## config.mk

```make
export PLATFORM = sky130hd
export DESIGN_NAME = timer16_capture
export DESIGN_NICKNAME = d
export VERILOG_FILES = /design/src/inc/timer16_pkg.sv /design/src/verilog/sync_edge_filter.sv /design/src/verilog/timer16_capture.sv
export SDC_FILE = /design/constraint.sdc
export NUM_CORES = 1
export LEC_CHECK = 0
export ABC_CLOCK_PERIOD_IN_PS = 4350
export BUFFER_PORTS_ARGS = -buffer_cell sky130_fd_sc_hd__buf_2
export CORE_UTILIZATION = 62
export DETAILED_ROUTE_END_ITERATION = 8
export GPL_ROUTABILITY_DRIVEN = 0
export PLACE_DENSITY = 0.81
export SLEW_MARGIN = 40
export SYNTH_ARGS = -nofsm -noshare
export SYNTH_HDL_FRONTEND = slang
export SYNTH_SLANG_ARGS = --single-unit
```

## constraint.sdc

```tcl
create_clock -name sys_clk -period 4.35 [get_ports sys_clk]
set_input_delay 0.2175 -clock sys_clk [delete_from_list [all_inputs] [get_ports sys_clk]]
set_output_delay 0.2175 -clock sys_clk [all_outputs]
set_load 0.02 [all_outputs]
```

## src/inc/timer16_pkg.sv

```systemverilog
// timer16_pkg: register offsets, field positions, modes and codes for
// the 16-bit timer with input capture.
// assumes an 8-bit cpu i/o port and a 4-bit register address.
package timer16_pkg;

   // ----------------------------------------
   // widths
   // ----------------------------------------
   localparam int ADDR_W = 4;                 // register address width
   localparam int DATA_W = 8;                 // cpu data bus width
   localparam int CNT_W = 16;                 // counter width

   // ----------------------------------------
   // register offsets
   // ----------------------------------------
   localparam logic [3:0] OFS_CTRL_A = 4'h0;  // timer_control_a
   localparam logic [3:0] OFS_CTRL_B = 4'h1;  // timer_control_b
   localparam logic [3:0] OFS_CNT_LO = 4'h2;  // counter_low_byte
   localparam logic [3:0] OFS_CNT_HI = 4'h3;  // counter_high_byte
   localparam logic [3:0] OFS_CAP_LO = 4'h4;  // capture_low_byte
   localparam logic [3:0] OFS_CAP_HI = 4'h5;  // capture_high_byte
   localparam logic [3:0] OFS_FLAGS = 4'h6;   // interrupt flags
   localparam logic [3:0] OFS_MASK = 4'h7;    // interrupt enables
   localparam logic [3:0] OFS_CMP_CTRL = 4'h8; // comparator_control_status

   // ----------------------------------------
   // field positions
   // ----------------------------------------
   localparam int A_WGM_LO = 0;               // waveform bits 1:0 in control a
   localparam int B_CS_LO = 0;                // tick_source_select 2:0
   localparam int B_WGM_HI = 3;               // waveform bits 3:2 in control b
   localparam int B_EDGE = 6;                 // capture edge, 1 = rising
   localparam int B_NOISE = 7;                // noise_filter_enable
   localparam int F_OVF = 0;                  // overflow_flag
   localparam int F_CAP = 1;                  // capture_flag
   localparam int CMP_SEL = 2;                // comparator_capture_select

   // ----------------------------------------
   // reset values and fixed tops
   // ----------------------------------------
   localparam logic [7:0] BYTE_ZERO = 8'h00;
   localparam logic [15:0] CNT_ZERO = 16'h0000;
   localparam logic [15:0] CNT_ONE = 16'h0001;
   localparam logic [15:0] CNT_MAX = 16'hffff;
   localparam logic [15:0] TOP_8BIT = 16'h00ff;
   localparam logic [15:0] TOP_9BIT = 16'h01ff;
   localparam logic [15:0] TOP_10BIT = 16'h03ff;

   // ----------------------------------------
   // tick source codes
   // ----------------------------------------
   localparam logic [2:0] CS_STOP = 3'h0;     // no ticks
   localparam logic [2:0] CS_DIV1 = 3'h1;     // every system clock
   localparam logic [2:0] CS_EXT_FALL = 3'h6; // external pin, falling
   localparam logic [2:0] CS_EXT_RISE = 3'h7; // external pin, rising
   localparam int PRESC_N = 4;                // prescaled taps, codes 2..5

   // ----------------------------------------
   // noise filter
   // ----------------------------------------
   localparam int FILT_SAMPLES = 4;           // equal samples to change level

endpackage

```

## src/verilog/sync_edge_filter.sv

```systemverilog
// sync_edge_filter: two-stage synchroniser, optional four-sample noise
// filter and edge detector for one asynchronous input.
// assumes sys_clk is the only clock; output pulse lasts one cycle.
`timescale 1ns/1ps

module sync_edge_filter
   import timer16_pkg::*;
(
   // clock and reset
   input wire logic sys_clk,
   input wire logic rst,
   // control
   input wire logic raw_in,
   input wire logic filter_en,
   input wire logic edge_rise,
   // result
   output logic edge_pulse
);

   // ----------------------------------------
   // signals
   // ----------------------------------------
   logic sync1_reg;                           // first stage, read by sync2 only
   logic sync2_reg;                           // synchronised level
   logic [FILT_SAMPLES-1:0] hist_reg;         // filter sample history
   logic level_reg;                           // level seen by edge detector
   logic prev_reg;                            // previous level
   logic agree;                               // all samples equal

   // two flip-flop synchroniser
   always_ff @(posedge sys_clk or posedge rst) begin
      if (rst) begin
         sync1_reg <= 1'b0;
         sync2_reg <= 1'b0;
      end else begin
         sync1_reg <= raw_in;
         sync2_reg <= sync1_reg;
      end
   end

   // sample history for the filter
   always_ff @(posedge sys_clk or posedge rst) begin
      if (rst) begin
         hist_reg <= '0;
      end else begin
         hist_reg <= {hist_reg[FILT_SAMPLES-2:0], sync2_reg};
      end
   end

   // samples agree when all ones or all zeros
   assign agree = (&hist_reg) | ~(|hist_reg);

   // filtered or direct level
   always_ff @(posedge sys_clk or posedge rst) begin
      if (rst) begin
         level_reg <= 1'b0;
         prev_reg <= 1'b0;
      end else begin
         prev_reg <= level_reg;
         if (!filter_en) begin
            level_reg <= sync2_reg;
         end else if (agree) begin
            level_reg <= hist_reg[0];
         end
      end
   end

   // edge detector, polarity selectable
   assign edge_pulse = edge_rise ? (level_reg & ~prev_reg) : (~level_reg & prev_reg);

endmodule // sync_edge_filter

```

## src/verilog/timer16_capture.sv

```systemverilog
// timer16_capture: 16-bit up/down timer/counter with input capture,
// reached by the cpu through an 8-bit i/o port and a shared high byte.
// assumes prescaler taps come as one-cycle enables on sys_clk.
`timescale 1ns/1ps

module timer16_capture
   import timer16_pkg::*;
#(
   parameter bit HAS_COMPARATOR = 1'b1        // timer 1 has comparator trigger
)
(
   // clock and reset
   input wire logic sys_clk,
   input wire logic rst,
   // cpu i/o port
   input wire logic [ADDR_W-1:0] io_addr,
   input wire logic io_wr,
   input wire logic io_rd,
   input wire logic [DATA_W-1:0] io_wdata,
   output logic [DATA_W-1:0] io_rdata,
   // prescaler taps, codes 2 to 5
   input wire logic [PRESC_N-1:0] presc_tick,
   // external pins and comparator
   input wire logic external_tick_pin,
   input wire logic capture_pin,
   input wire logic comparator_output,
   // interrupt requests and service acknowledges
   output logic overflow_irq,
   output logic capture_irq,
   input wire logic overflow_irq_ack,
   input wire logic capture_irq_ack
);

   // ----------------------------------------
   // mode helpers
   // ----------------------------------------

   // capture register defines top
   function automatic logic icr_is_top(input logic [3:0] m);
      icr_is_top = (m == 4'h8) || (m == 4'ha) || (m == 4'hc) || (m == 4'he);
   endfunction

   // dual-slope (phase correct) modes
   function automatic logic is_dual(input logic [3:0] m);
      is_dual = (m != 4'h0) && (m <= 4'hb) && !((m >= 4'h4) && (m <= 4'h7));
   endfunction

   // clear on top match, overflow only at max
   function automatic logic is_ctc(input logic [3:0] m);
      is_ctc = (m == 4'h4) || (m == 4'hc);
   endfunction

   // top value of the count sequence
   function automatic logic [CNT_W-1:0] top_of(input logic [3:0] m,
                                                input logic [CNT_W-1:0] icr);
      case (m[1:0])
         2'h1: top_of = TOP_8BIT;
         2'h2: top_of = TOP_9BIT;
         2'h3: top_of = TOP_10BIT;
         default: top_of = CNT_MAX;
      endcase
      if (icr_is_top(m)) begin
         top_of = icr;
      end else if (m[3] || m == 4'h4) begin
         top_of = CNT_MAX;                      // compare-unit tops not present
      end
   endfunction

   // ----------------------------------------
   // registers
   // ----------------------------------------
   logic [7:0] ctrl_a_reg;                    // timer_control_a
   logic [7:0] ctrl_b_reg;                    // timer_control_b
   logic [7:0] temp_reg;                      // shared high byte
   logic [CNT_W-1:0] count_value_reg;         // counter
   logic count_down_reg;                      // dual-slope direction
   logic [CNT_W-1:0] capture_reg;             // capture_register
   logic overflow_flag_reg;                   // overflow_flag
   logic capture_flag_reg;                    // capture_flag
   logic overflow_irq_enable_reg;             // overflow interrupt enable
   logic capture_irq_enable_reg;              // capture_irq_enable
   logic comparator_capture_select_reg;       // trigger from comparator
   logic [DATA_W-1:0] rdata_reg;              // read data

   // ----------------------------------------
   // decoded controls
   // ----------------------------------------
   logic [3:0] waveform_mode_field;
   logic [2:0] tick_source_select;
   logic [CNT_W-1:0] top_value;
   logic timer_tick;
   logic ext_edge;
   logic cap_edge;
   logic cap_src;
   logic capture_event;
   logic wr_cnt_lo;
   logic wr_cap_lo;
   logic wr_flags;
   logic rd_cnt_lo;
   logic rd_cap_lo;
   logic at_top;
   logic ovf_event;

   assign waveform_mode_field = {ctrl_b_reg[B_WGM_HI+1:B_WGM_HI],
                                 ctrl_a_reg[A_WGM_LO+1:A_WGM_LO]};
   assign tick_source_select = ctrl_b_reg[B_CS_LO+2:B_CS_LO];
   assign top_value = top_of(waveform_mode_field, capture_reg);
   assign at_top = (count_value_reg >= top_value);

   // access strobes
   assign wr_cnt_lo = io_wr && (io_addr == OFS_CNT_LO);
   assign wr_cap_lo = io_wr && (io_addr == OFS_CAP_LO);
   assign wr_flags = io_wr && (io_addr == OFS_FLAGS);
   assign rd_cnt_lo = io_rd && (io_addr == OFS_CNT_LO);
   assign rd_cap_lo = io_rd && (io_addr == OFS_CAP_LO);

   // ----------------------------------------
   // tick source selection
   // ----------------------------------------

   // external tick pin: synchronised and edge detected, no filter
   sync_edge_filter u_ext_tick (
      .sys_clk(sys_clk),
      .rst(rst),
      .raw_in(external_tick_pin),
      .filter_en(1'b0),
      .edge_rise(tick_source_select == CS_EXT_RISE),
      .edge_pulse(ext_edge)
   );

   // tick select, code zero gives no ticks
   always_comb begin
      unique case (tick_source_select)
         CS_STOP: timer_tick = 1'b0;
         CS_DIV1: timer_tick = 1'b1;
         CS_EXT_FALL,
         CS_EXT_RISE: timer_tick = ext_edge;
         default: timer_tick = presc_tick[2'(tick_source_select - 3'h2)];
      endcase
   end

   // ----------------------------------------
   // capture source and edge detector
   // ----------------------------------------

   // the pin is read at the pad, so port-driven levels capture too
   assign cap_src = (HAS_COMPARATOR && comparator_capture_select_reg) ?
                    comparator_output : capture_pin;

   // same synchroniser and detector as the tick pin, plus filter
   sync_edge_filter u_cap_edge (
      .sys_clk(sys_clk),
      .rst(rst),
      .raw_in(cap_src),
      .filter_en(ctrl_b_reg[B_NOISE]),
      .edge_rise(ctrl_b_reg[B_EDGE]),
      .edge_pulse(cap_edge)
   );

   // no captures while capture register holds top
   assign capture_event = cap_edge && !icr_is_top(waveform_mode_field);

   // ----------------------------------------
   // control registers
   // ----------------------------------------

   // controls a and b, comparator select, interrupt enables
   always_ff @(posedge sys_clk or posedge rst) begin
      if (rst) begin
         ctrl_a_reg <= BYTE_ZERO;
         ctrl_b_reg <= BYTE_ZERO;
         comparator_capture_select_reg <= 1'b0;
         overflow_irq_enable_reg <= 1'b0;
         capture_irq_enable_reg <= 1'b0;
      end else if (io_wr) begin
         unique case (io_addr)
            OFS_CTRL_A: ctrl_a_reg <= io_wdata;
            OFS_CTRL_B: ctrl_b_reg <= io_wdata;
            OFS_CMP_CTRL: comparator_capture_select_reg <= io_wdata[CMP_SEL] & HAS_COMPARATOR;
            OFS_MASK: begin
               overflow_irq_enable_reg <= io_wdata[F_OVF];
               capture_irq_enable_reg <= io_wdata[F_CAP];
            end
            default: ;                           // other locations elsewhere
         endcase
      end
   end

   // ----------------------------------------
   // shared temporary high byte
   // ----------------------------------------

   // written by any high location, reloaded by low reads, otherwise kept
   always_ff @(posedge sys_clk or posedge rst) begin
      if (rst) begin
         temp_reg <= BYTE_ZERO;
      end else if (rd_cnt_lo) begin
         temp_reg <= count_value_reg[CNT_W-1:DATA_W];
      end else if (rd_cap_lo) begin
         temp_reg <= capture_reg[CNT_W-1:DATA_W];
      end else if (io_wr && (io_addr == OFS_CNT_HI || io_addr == OFS_CAP_HI)) begin
         temp_reg <= io_wdata;
      end
   end

   // ----------------------------------------
   // counter unit
   // ----------------------------------------

   // cpu write first, then tick-driven count, clear or turn
   always_ff @(posedge sys_clk or posedge rst) begin
      if (rst) begin
         count_value_reg <= CNT_ZERO;
         count_down_reg <= 1'b0;
      end else if (wr_cnt_lo) begin
         count_value_reg <= {temp_reg, io_wdata};
      end else if (timer_tick) begin
         if (is_dual(waveform_mode_field)) begin
            if (!count_down_reg && at_top) begin
               count_down_reg <= 1'b1;
               count_value_reg <= count_value_reg - CNT_ONE;
            end else if (count_down_reg && count_value_reg == CNT_ZERO) begin
               count_down_reg <= 1'b0;
               count_value_reg <= CNT_ONE;
            end else if (count_down_reg) begin
               count_value_reg <= count_value_reg - CNT_ONE;
            end else begin
               count_value_reg <= count_value_reg + CNT_ONE;
            end
         end else begin
            count_down_reg <= 1'b0;
            if (at_top) begin
               count_value_reg <= CNT_ZERO;
            end else begin
               count_value_reg <= count_value_reg + CNT_ONE;
            end
         end
      end
   end

   // overflow point: bottom turn, max in clear-on-top, else top wrap
   always_comb begin
      if (!timer_tick || wr_cnt_lo) begin
         ovf_event = 1'b0;
      end else if (is_dual(waveform_mode_field)) begin
         ovf_event = count_down_reg && (count_value_reg == CNT_ZERO);
      end else if (is_ctc(waveform_mode_field)) begin
         ovf_event = (count_value_reg == CNT_MAX);
      end else begin
         ovf_event = at_top;
      end
   end

   // ----------------------------------------
   // capture register
   // ----------------------------------------

   // time stamp on capture, cpu load only in top modes
   always_ff @(posedge sys_clk or posedge rst) begin
      if (rst) begin
         capture_reg <= CNT_ZERO;
      end else if (capture_event) begin
         capture_reg <= count_value_reg;
      end else if (wr_cap_lo && icr_is_top(waveform_mode_field)) begin
         capture_reg <= {temp_reg, io_wdata};
      end
   end

   // ----------------------------------------
   // flags: a set in the clearing cycle wins
   // ----------------------------------------

   // overflow flag
   always_ff @(posedge sys_clk or posedge rst) begin
      if (rst) begin
         overflow_flag_reg <= 1'b0;
      end else if (ovf_event) begin
         overflow_flag_reg <= 1'b1;
      end else if ((wr_flags && io_wdata[F_OVF]) || overflow_irq_ack) begin
         overflow_flag_reg <= 1'b0;
      end
   end

   // capture flag, same cycle as the time stamp
   always_ff @(posedge sys_clk or posedge rst) begin
      if (rst) begin
         capture_flag_reg <= 1'b0;
      end else if (capture_event) begin
         capture_flag_reg <= 1'b1;
      end else if (wr_flags && io_wdata[F_CAP]) begin
         capture_flag_reg <= 1'b0;
      end else if (capture_irq_ack) begin
         capture_flag_reg <= 1'b0;
      end
   end

   // interrupt requests
   assign overflow_irq = overflow_flag_reg & overflow_irq_enable_reg;
   assign capture_irq = capture_flag_reg & capture_irq_enable_reg;

   // ----------------------------------------
   // read data, one cycle after the strobe
   // ----------------------------------------

   // high locations return the temporary byte
   always_ff @(posedge sys_clk or posedge rst) begin
      if (rst) begin
         rdata_reg <= BYTE_ZERO;
      end else if (io_rd) begin
         unique case (io_addr)
            OFS_CTRL_A: rdata_reg <= ctrl_a_reg;
            OFS_CTRL_B: rdata_reg <= ctrl_b_reg;
            OFS_CNT_LO: rdata_reg <= count_value_reg[DATA_W-1:0];
            OFS_CNT_HI: rdata_reg <= temp_reg;
            OFS_CAP_LO: rdata_reg <= capture_reg[DATA_W-1:0];
            OFS_CAP_HI: rdata_reg <= temp_reg;
            OFS_FLAGS: rdata_reg <= 8'(({capture_flag_reg, overflow_flag_reg}) << F_OVF);
            OFS_MASK: rdata_reg <= 8'(({capture_irq_enable_reg,
                                         overflow_irq_enable_reg}) << F_OVF);
            OFS_CMP_CTRL: rdata_reg <= 8'(comparator_capture_select_reg) << CMP_SEL;
            default: rdata_reg <= BYTE_ZERO;      // unmapped reads zero
         endcase
      end
   end

   assign io_rdata = rdata_reg;

endmodule // timer16_capture

```

==> results.txt <==
Run status = finished clean
Clk_skew = 8.79 ps
Hold Path Sink = u_cap_edge.sync1_reg$_DFF_PP0_
Critical register-to-register path endpoint = count_value_reg[9]$_DFFE_PP0P_
First-pass GRT wire length = 23000 um
Worst slew pin tran = 806 ps
Max FO, Critical Path = 11
Synth top area share = 0.374
Critical Path AT = 3860 ps
Post-Route WL = 15100 um
Crit path required time = 4640 ps
Min cycle time layout = 3570 ps
Final setup viols = 0
Max VDD drop = 0.000279 V
Synth Warn # = 0
Placed insts = 698
Nets = 652
# DRC = 0
Slowest CP cell = and4_1
Largest family of logic cells by synthesized area = compound AO/OA/AOI/OAI gates
CTS Buffer Depth = 2
Synth Net Count = 645
Clk root buf = clkbuf_8
Max cap viols = 0
Num rows = 33
Crit path launch = ctrl_a_reg[0]$_DFFE_PP0P_
Number of diodes = 0
Hold Path Class = input pin to flop
Initial core utilization = 0.654
Post-synthesis xor/xnor area fraction = 0.0128
Top cell family by delay on the critical path = simple AND/OR/NAND/NOR gates
Max incr delay on CP = 580 ps
Drt first pass iters = 5
Final hold violation count = 0
Syn Inst Count = 599
Dpl hpwl = 10500 um
Simple-gate portion of the synthesized area = 0.195
WS Path Type = flop to flop
Critical Path, Cell by Cell = inv_1 > ha_1 > nor2b_1 > nor2_1 > ha_1 > nand4_1 > nor3_1 > a21oi_1 > and4_1 > a211oi_1 > o32a_1 > o21ai_2
IO Pins = 35
Leak = 2.52 nW
Top cells by area, synth = dfrtp_1 37%, mux2_2 5.8%, ha_1 4.8%
Most repeated library cell on the critical path = ha_1
Critical path endpoint category = flop
R2R Setup Slk = 780 ps
PortBufs = 34
Hold WS = 87.5 ps
Overflow after GRT = 0
DIE AREA = 0.00922 sq mm
Final Non-Filler Cells = 716
Most common flop cell mapped by yosys = dfrtp_1
Tcrit/Tclk final = 0.820
Post-synth ARST share = 1.00
WHS Path Cells = 2
Adder-Cell Fraction of Synth Area = 0.0479
Total number of vias = 4947
Cell accounting for the most synthesized area = dfrtp_1
Avg Cell Area, Syn = 9.15 sq um
1st-iter DRT viols = 517
Crit path buf inv count = 1
Reg clk slew, reported paths = 100 ps
Initial antenna violation count = 0
Distinct cells, synth = 82
Number of CTS-inserted buffers = 9
H-tree depth = 3
CTS tree = built
Synthesized flop and latch total = 82
Synthesized cell area = 0.00548 sq mm
Core region area = 0.00838 sq mm
Final slew viol count = 0
Aggregate negative setup slack = 0 ps
Die X = 96.0 um
Largest net degree at the start of global routing = 54
Clock Sinks = 82
Detail Route Antenna Nets = 0
Compound-cell area share of the yosys netlist = 0.202
Clk_lat worst skew = 360 ps
Vias in the first global route = 4505
RSZ-0062 raised after global routing = false
Post-DR wirelength/cell = 21.0 um
Vias/cell = 6.91
Max Fclk = 280 MHz
EDFF count, synth = 0
Reg2reg path depth = 12
Cell Pwr Density = 597 mW/mm^2
Mux contribution to synthesized area = 0.109
Total GRT Usage = 0.335
Layout cells sized above 1 = 0.178
Nature of the critical path startpoint = flop
Die span in y = 96.0 um
Seq/Total Area, Yosys = 0.374
Slew headroom = 0.457
Layout area overhead = 6.87%
CTS resizes = 0
Crit Reg-Reg Startpoint = ctrl_a_reg[0]$_DFFE_PP0P_
Hold Path Origin = comparator_output
-- cells in the mapped netlist, drive strengths merged, types with 4 or more instances --
cell / instances
clkbuf: 24
a222oi: 8
nor4: 8
a311oi: 4
a31oi: 7
mux2i: 25
nand2: 51
nand2b: 5
nand3: 11
nand4: 7
inv: 24
a21oi: 49
mux2: 31
o21ai: 31
and3: 5
a211oi: 4
a221oi: 5
buf: 21
or3: 4
nand3b: 7
nor3: 10
nor2: 63
ha: 21
dfrtp: 82
o22ai: 11
xor2: 6
and2: 6
nor4b: 7
o21a: 8
-- area by class of cell --
| cell class | instances | area, sq um |
|---|---|---|
| fillers | 643 | 2520 |
| repair buffers | 41 | 228 |
| multi-input cells | 448 | 3120 |
| clock inverters | 7 | 106 |
| clock buffers | 9 | 124 |
| flip-flops and latches | 82 | 2050 |
| inverters | 24 | 95.1 |
| well taps | 105 | 131 |
-- report_power, final --
group          switching (mW)  internal [mW]  total [mW]
Combinational           0.849          0.601        1.45
Sequential              0.392          0.993        1.39
Clock                   0.325          0.336       0.661
Total                    1.57           1.93        3.50
-- how the worst max path moves through the flow --
stage / to / slack (ps) / cells past startpoint
finish: count_value_reg[9]$_DFFE_PP0P_ / 780 / 12
global route: count_value_reg[2]$_DFFE_PP0P_ / 550 / 12
floorplan: count_value_reg[9]$_DFFE_PP0P_ / 1100 / 13
global placement: count_value_reg[9]$_DFFE_PP0P_ / 950 / 12
detailed placement: count_value_reg[9]$_DFFE_PP0P_ / 870 / 12
CTS: count_value_reg[9]$_DFFE_PP0P_ / 850 / 12
-- layer usage --
metal / up-vias / part of all wire / global-route usage
met5: - / 0 / 0
met4: 0 / 0.030 / 0.155
met3: 47 / 0.085 / 0.0640
met2: 286 / 0.47 / 0.508
met1: 2389 / 0.42 / 0.460
li1: 2225 / - / -
-- kinds of logic after synthesis --
family | after synthesis
buffers and inverters | 69
multiplexers | 56
flip-flops | 82
adder cells (fa/ha/maj) | 21
XOR/XNOR | 8
AO/OA/AOI/OAI | 162
AND/OR/NAND/NOR | 201
-- per-stage QoR --
stage,area (sq um),total power [mW],setup WS [ps],utilization
final,5860,3.50,781,0.699
after global routing,5860,3.70,548,0.699
after CTS,5850,3.44,849,0.698
after detailed placement,5600,2.79,872,0.668
after global placement,5590,2.71,952,0.667
after floorplan,5480,2.44,1100,-
-- layout by cell type (no fill, tap or decap), types with 5 or more instances in the layout --
cell type	synthesis	final
o21a_1	8	8
nand3b_1	7	7
nor2_1	62	62
nor4b_1	5	5
o21ai_0	27	27
a21oi_1	49	49
xor2_1	6	6
nand4_1	6	6
dfrtp_1	82	82
a221oi_1	5	5
buf_2	14	34
clkbuf_8	0	9
mux2_2	28	28
nand3_1	10	10
o22ai_1	10	10
inv_1	24	23
nand2_1	51	49
and2_1	6	6
a222oi_1	8	8
buf_4	1	5
nor3_1	9	9
a31oi_1	7	7
ha_1	21	21
mux2i_1	25	25
nor4_1	6	6
-- timing repair --
item,CTS,global route
buffers inserted,0,0
endpoints found under the hold margin,53,0
hold buffers,2,0
endpoints found under the setup margin,0,0
No activity file was read; power rests on OpenSTA's default activity.
